===== config.mk =====
export PLATFORM = sky130hd
export DESIGN_NAME = pss_status_reg
export DESIGN_NICKNAME = d
export VERILOG_FILES = /design/src/rtl/pss_pkg.sv /design/src/rtl/pss_status_reg.sv
export VERILOG_INCLUDE_DIRS = /design/src /design/src/rtl
export SDC_FILE = /design/constraint.sdc
export NUM_CORES = 1
export LEC_CHECK = 0
export ABC_CLOCK_PERIOD_IN_PS = 1300
export BUFFER_PORTS_ARGS = -buffer_cell sky130_fd_sc_hd__buf_2
export CAP_MARGIN = 10
export CORE_ASPECT_RATIO = 1.2
export CORE_MARGIN = 2
export CORE_UTILIZATION = 40
export CTS_CLUSTER_DIAMETER = 30
export DETAILED_ROUTE_END_ITERATION = 7
export GPL_TIMING_DRIVEN = 0
export PLACE_DENSITY = 0.69
export SLEW_MARGIN = 10
export SYNTH_ARGS = -nofsm -noshare
export SYNTH_HDL_FRONTEND = slang
export SYNTH_SLANG_ARGS = --single-unit

===== constraint.sdc =====
create_clock -name ref_clk -period 1.3 [get_ports ref_clk]
set_input_delay 0.26 -clock ref_clk [delete_from_list [all_inputs] [get_ports ref_clk]]
set_output_delay 0.26 -clock ref_clk [all_outputs]
set_load 0.01 [all_outputs]

===== src/rtl/pss_params.svh =====
`ifndef PSS_PARAMS_SVH
`define PSS_PARAMS_SVH
`define PSS_OFFSET        6'h02
`define PSS_RESET_VALUE   16'h0010
`define PSS_BIT_TRI_CTRL  11
`define PSS_BIT_INHIBIT   10
`define PSS_BIT_HOT       9
`define PSS_BIT_TRISTATED 8
`define PSS_MODE_HI       7
`define PSS_MODE_LO       5
`define PSS_BIT_FB        4
`define PSS_BIT_FA        3
`define PSS_BIT_EN_OK     2
`define PSS_BIT_MSG_BAD   1
`define PSS_BIT_PAR       0
`define PSS_MODE_RSVD     3'h7
`endif


===== src/rtl/pss_pkg.sv =====
package pss_pkg;
  typedef logic [2:0]  pss_mode_type;
  typedef logic [15:0] pss_word_type;
  typedef logic [5:0]  pss_addr_type;
endpackage


===== src/rtl/pss_status_reg.sv =====
// Contract
// bit 11 mirrors secondary tristate control
// bit 10 high during shoot-through inhibit
// bit 9 mirrors secondary over-temperature
// bit 8 high while output tristated
// bits 7:5 mirror secondary mode code
// bit 4 sticky fault b pin request
// bit 3 sticky fault a pin request
// bit 2 shows enable input validity
// bit 1 flags last message discarded
// bit 0 makes word parity odd
// upper bits zero, writes ignored
`timescale 1ns/1ps
`include "pss_params.svh"
module pss_status_reg (
  input  wire logic                  ref_clk,              // 25 MHz clock
  input  wire logic                  reset_n,              // async reset
  input  wire logic                  tristate_ctrl_mirror, // secondary ctrl
  input  wire logic                  shoot_through_inhibit,// inhibit live
  input  wire logic                  overtemp_flag,        // secondary ot
  input  wire logic                  output_tristated,     // secondary hz
  input  wire pss_pkg::pss_mode_type op_mode,              // secondary mode
  input  wire logic                  fault_b_drive_req,    // pin b low req
  input  wire logic                  fault_a_drive_req,    // pin a low req
  input  wire logic                  fault_clr,            // clear stickies
  input  wire logic                  enable_valid,         // enable judged ok
  input  wire logic                  last_msg_invalid,     // msg discarded
  input  wire logic                  rd_en,                // read strobe
  input  wire logic                  wr_en,                // write strobe
  input  wire pss_pkg::pss_addr_type addr,                 // register index
  output logic                       rd_hit,               // read matched
  output pss_pkg::pss_word_type      rd_data               // read word
);
  import pss_pkg::*;

  // sticky request flags live in the helper module at the bottom
  logic         fb_r;      // sticky pin b request
  logic         fa_r;      // sticky pin a request
  logic         fb_nxt;    // pin b flag as it will be latched
  logic         fa_nxt;    // pin a flag as it will be latched
  pss_word_type stat_r;    // live word snapshot
  pss_word_type stat_nxt;  // word built from this cycle's inputs
  pss_word_type rd_data_r; // held read answer
  logic         rd_hit_r;  // read match flag

  // address decode; only the one index answers
  wire sel    = (addr == `PSS_OFFSET); // register picked
  wire rd_sel = rd_en && sel;          // read taken this edge
  // writes are decoded only so the checks below can watch them
  wire wr_sel = wr_en && sel;          // write attempt, dropped //

  // pin b request flag; reset shows it set, as the reset word does
  pss_sticky_bit #(
    .RESET_VAL (1'h1)
  ) fb_flag (
    .ref_clk  (ref_clk),
    .reset_n  (reset_n),
    .set_req  (fault_b_drive_req),
    .clr_req  (fault_clr),
    .flag_nxt (fb_nxt),
    .flag_r   (fb_r)
  );

  // pin a request flag; starts clear
  pss_sticky_bit #(
    .RESET_VAL (1'h0)
  ) fa_flag (
    .ref_clk  (ref_clk),
    .reset_n  (reset_n),
    .set_req  (fault_a_drive_req),
    .clr_req  (fault_clr),
    .flag_nxt (fa_nxt),
    .flag_r   (fa_r)
  );

  // word assembly by field position, so the bit map lives in one header;
  // the sticky fields use the next value so a set shows in the same edge
  always_comb begin
    // reserved bits and anything not named below read as zero
    stat_nxt = '0;
    stat_nxt[`PSS_BIT_TRI_CTRL]  = tristate_ctrl_mirror;
    stat_nxt[`PSS_BIT_INHIBIT]   = shoot_through_inhibit;
    stat_nxt[`PSS_BIT_HOT]       = overtemp_flag;
    stat_nxt[`PSS_BIT_TRISTATED] = output_tristated;
    // reserved mode code passes through; the far side owns its meaning
    stat_nxt[`PSS_MODE_HI:`PSS_MODE_LO] = op_mode;
    stat_nxt[`PSS_BIT_FB]        = fb_nxt;
    stat_nxt[`PSS_BIT_FA]        = fa_nxt;
    stat_nxt[`PSS_BIT_EN_OK]     = enable_valid;
    stat_nxt[`PSS_BIT_MSG_BAD]   = last_msg_invalid;
    // parity last, over everything above it, so the ones count is odd
    stat_nxt[`PSS_BIT_PAR]       = ~(^stat_nxt[15:1]);
  end

  // status snapshot every cycle; a write has no path in here on purpose
  always_ff @(posedge ref_clk or negedge reset_n) begin
    if (!reset_n) begin
      stat_r <= `PSS_RESET_VALUE;
    end else begin
      stat_r <= stat_nxt;
    end
  end

  // read answer registered so outputs come from flops;
  // costs one cycle of latency but keeps the pins glitch free
  always_ff @(posedge ref_clk or negedge reset_n) begin
    if (!reset_n) begin
      rd_data_r <= 16'h0000;
      rd_hit_r  <= 1'h0;
    end else begin
      rd_hit_r  <= rd_sel;
      // data bus idles at zero so a missed strobe never shows a word
      rd_data_r <= rd_sel ? stat_r : 16'h0000;
    end
  end

  // outputs straight from the read flops
  assign rd_data = rd_data_r;
  assign rd_hit  = rd_hit_r;
endmodule

// one sticky request flag; a set in the clear cycle is kept
module pss_sticky_bit #(
  parameter logic RESET_VAL = 1'h0 // level shown straight out of reset
) (
  input  wire logic ref_clk,  // logic clock
  input  wire logic reset_n,  // async reset
  input  wire logic set_req,  // request seen this cycle
  input  wire logic clr_req,  // clear pulse
  output logic      flag_nxt, // value the flop takes next
  output logic      flag_r    // held flag
);
  // set beats clear so a fault raised during a clear is never lost
  assign flag_nxt = set_req | (flag_r & ~clr_req);

  // reset branch loads the constant only
  always_ff @(posedge ref_clk or negedge reset_n) begin
    if (!reset_n) begin
      flag_r <= RESET_VAL;
    end else begin
      flag_r <= flag_nxt;
    end
  end
endmodule


# Word-level counts from Yosys, hierarchy flattened
# Index checks and enable logic that the tools add are counted.
classes:
  n_eq_ne: 1
  muxes: 1
  bitwise_logic: 6
  reduce_logical: 2
ops:
  columns: ["cell", "count"]
  rows:
  - ["$reduce_xor A15 Y1", 1]
  - ["$mux W12", 1]
  - ["$eq A6 B2 Y1 const B", 1]
  - ["$and A1 B1 Y1", 2]
  - ["$not A1 Y1", 2]
  - ["$or A1 B1 Y1", 2]
  - ["$logic_and A1 B1 Y1", 1]
totals:
  ff_bits: 31
  input_bits: 22
  output_inout_bits: 17

# Longest topological paths before layout
logic_depth:
  word_depth: 5
  ltp_mapped: 4
  mapped_depth_nobuf: 4

# Modules after synthesis
# A second synthesis with hierarchy kept.
hier_totals:
  hier_cells: 61
  area_unflattened_um2: 933.4
by_module_without_submodules:
  columns: ["module", "n_inst", "cells_each", "area_each_um2", "seq_area_each_um2"]
  rows:
  - ["pss_status_reg", 1, 55, 859.6, 626.9]
  - ["pss_sticky_bit at fb_flag", 1, 3, 37.5, 26.3]
  - ["pss_sticky_bit at fa_flag", 1, 3, 36.3, 25.0]

# Worst setup path before layout
# OpenSTA, ideal clock, no wires.
synth_timing:
  kind: "input -> register"
  start: "input port addr[2]"
  end: "register rd_data_r[3], in the netlist rd_data[3]"
  setup_time_ns: 0.064
  arrival_time_ns: 1.381
  slack_ns: -0.145
  stages: 4
  path_buffers: 1
  cell_sequence: "or4b_1 > nor4b_2 > buf_4 > and2_2"
synth_between:
  elab_chain_cells: 3
synth_lines:
  columns: ["item", "line_no", "rtl"]
  rows:
  - ["start: declaration", "pss_status_reg.sv:30", "input wire pss_pkg::pss_addr_type addr,"]
  - ["$eq A6 B2 Y1 (no line)", null, null]
  - ["$logic_and A1 B1 Y1", "pss_status_reg.sv:48", "wire rd_sel = rd_en && sel;"]
  - ["net rd_sel", "pss_status_reg.sv:48", null]
  - ["$mux W12", "pss_status_reg.sv:113", "rd_data_r <= rd_sel ? stat_r : 16'h0000;"]
  - ["end signal: assignment", "pss_status_reg.sv:113", null]
  - ["end: declaration", "pss_status_reg.sv:43", "pss_word_type rd_data_r;"]
# The timed path passes the listed nets, and every way through them passes these cells.

# Worst setup path after layout
layout_timing:
  start: "input port addr[2]"
  end: "register rd_data_r[7], in the netlist rd_data[7]"
# Same word-level chain as after synthesis.

==> results.cfg <==
[placed_design]
placed_area_um2 = 1110
port_buffers = 33
place.gp.congestion = 0.654
dp_hpwl_um = 929

[setup_path]
r2r_end = stat_r[0]
critPathBufInv = 2
worstPathArrival_ps = 1510
worstPathRequired_ps = 1540
slowest_delay_ps = 540
reg2reg_from = stat_r[3]
critPathLaunchType = input pin
setup.worst_path.end_class = register
critPathSlowestCell = or4b_4
r2r_slack_ps = 100
crit_type = in2reg
crit_fanout = 5
worstRegToRegCells = 3
crit_path_cell_trace = buf_6, or4b_4, nor4b_4, buf_4, and2_2
cp-startpoint = addr[2]
cp_top_family = simple AND/OR/NAND/NOR gates

[floorplan]
floorplan.rows = 18
start_util_pct = 42.7
io_pins = 39
die_x_um = 47.2
die_y_um = 55.8
dieArea_um2 = 2630
core-area_um2 = 2090

[synthesis]
yosysTopAreaCellShare_pct = 67.1
ys_top_cells_by_area = dfrtp_1 67%, and2_2 10%, xnor2_1 5.9%
synthCells = 57
synth-seq-area-share_pct = 70.1
ys_ff_latch = 25
yosys_warnings = 0
ys_types = 12
syn_area_per_cell_um2 = 15.7
yosysTopAreaCell = dfrtp_1
syn_area_um2 = 895

[power]
clock_power_share_pct = 24.2
pwr-share-seq_pct = 64.2
max-vdd-ir-drop_mv = 0.723
p_int_mw = 1.02
p_switching_uw = 263
swShare_pct = 20.5
power_mw = 1.28
comb_power_share_pct = 11.6
leakagePower_nw = 0.649
power_density_nw_per_um2 = 1090

[min_path]
hold_path_depth = 1
min_to = stat_r[8]
hold_start = output_tristated
hp-class = in2reg

[routing]
drt_iter0_drc = 1
ant_nets = 0
wirelength_um = 1180
wire_per_inst_um = 9.12
drcViolationCount = 0
dr.pass1.iters = 2
vias = 501
vias_per_cell = 3.88

[timing]
grt_setup_unrepaired = true
setup_viol = 0
tightest_slew_ps = 508
fmax_ghz = 0.789
clock_skew_ps = 0.935
slew_viol_final = 0
finalCritPeriodShare_pct = 97.5
setup_tns_ps = 0
min_period_ps = 1270
finalHoldViolations = 0
slew_headroom_pct = 66.1

[clock_network]
clk_latency_ps = 290
cts_root_buffer = clkbuf_4
cts_made_buffers = 3
path_clk_slew_ps = 120
clk_path_buf_depth = 2
clock-sinks = 25
cts_tree = done
cts.htree.levels = 1

[finish]
syn_to_final_growth_pct = 31.2
final_core_util_pct = 56.0
antenna_cells = 0
stdcell_area_um2 = 1170
layout.nets = 122
final_cell_mix = 32 x buf_2, 24 x dfrtp_1, 10 x and2_2
layout-drive-gt1-share_pct = 57.6
layout.cells.most_common = buf_2

[grt]
grt_max_degree = 26
overflow = 0
grt_pass1_vias = 497
grt_pass1_wl_um = 1890
antenna_found_initial = 0
gr-usage-all-layers_pct = 10.1

[status]
outcome = finished, final reports clean

[flow_run]
maxCapViolCount = 0
-- stage by stage --
step           hold slack [ps]  cells  worst slack (ps)
5_1_grt                   57.3    129             -8.97
4_1_cts                   74.1    129              3.89
6_report                  84.7    129              32.7
3_3_place_gp               247    123              -338
2_1_floorplan            -35.6     60              -145
3_5_place_dp               260    123              -353
-- power by group through the flow --
stage	Combinational [mW]	Sequential, mW	Clock [mW]
global placement	0.139	0.836	0
global route	0.166	0.827	0.359
detailed placement	0.144	0.838	0
floorplan	0.0843	0.835	0
CTS	0.150	0.823	0.330
finish	0.148	0.823	0.310
-- logic make-up after synthesis --
family	after synthesis	share of synthesized area [%]
buf+inv	6	4.62
xor+xnor	9	10.3
flops	25	70.1
other cells	1	0.419
simple gates	14	12.9
compound gates	2	1.68
-- final cells by class --
type | instances | area (µm²)
fill | 192 | 921
clock buffer | 4 | 26.3
multi-input combinational | 29 | 253
tap | 30 | 37.5
buffer | 5 | 37.5
inverter | 1 | 3.75
sequential | 25 | 627
timing repair buffer | 35 | 189
-- state kept, by name (all words and copies together), names as in the netlist --
signal and flops:
rd_data 12, stat_r 12, rd_hit 1
-- worst max path at each step --
stage / endpoint / slack (ps) / cells after the start
3_3_place_gp: rd_data[2] / -340 / 5
4_1_cts: rd_data[8] / 4 / 5
3_5_place_dp: rd_data[6] / -350 / 5
2_1_floorplan: rd_data[3] / -140 / 4
6_report: rd_data[7] / 30 / 5
5_1_grt: rd_data[4] / -9 / 5
-- metal layers --
| layer | track usage, % | vias up | share of wire, % |
|---|---|---|---|
| met5 | 0 | - | 0 |
| met3 | 0.974 | 2 | 7.8 |
| met2 | 18.2 | 26 | 54 |
| li1 | - | 252 | - |
| met4 | 7.14 | 0 | 2.3 |
| met1 | 9.66 | 221 | 36 |
-- Yosys cell counts (all sizes together) --
cell and instances:
inv 1, xor2 2, conb 1, xnor3 1, buf 5, nor4b 1
dfstp 1, xnor2 6, or4b 1, a21o 2, and2 12, dfrtp 24
-- timing repair --
action / in CTS / in global routing
hold buffers: 1 / 0
pin swaps: 0 / 2
endpoints found under the setup margin: 9 / 9
resized for setup: 3 / 4
gates cloned: 1 / 0
hold endpoints to repair: 24 / 0
setup buffers: 0 / 0
No activity file was read; power rests on OpenSTA's default activity.
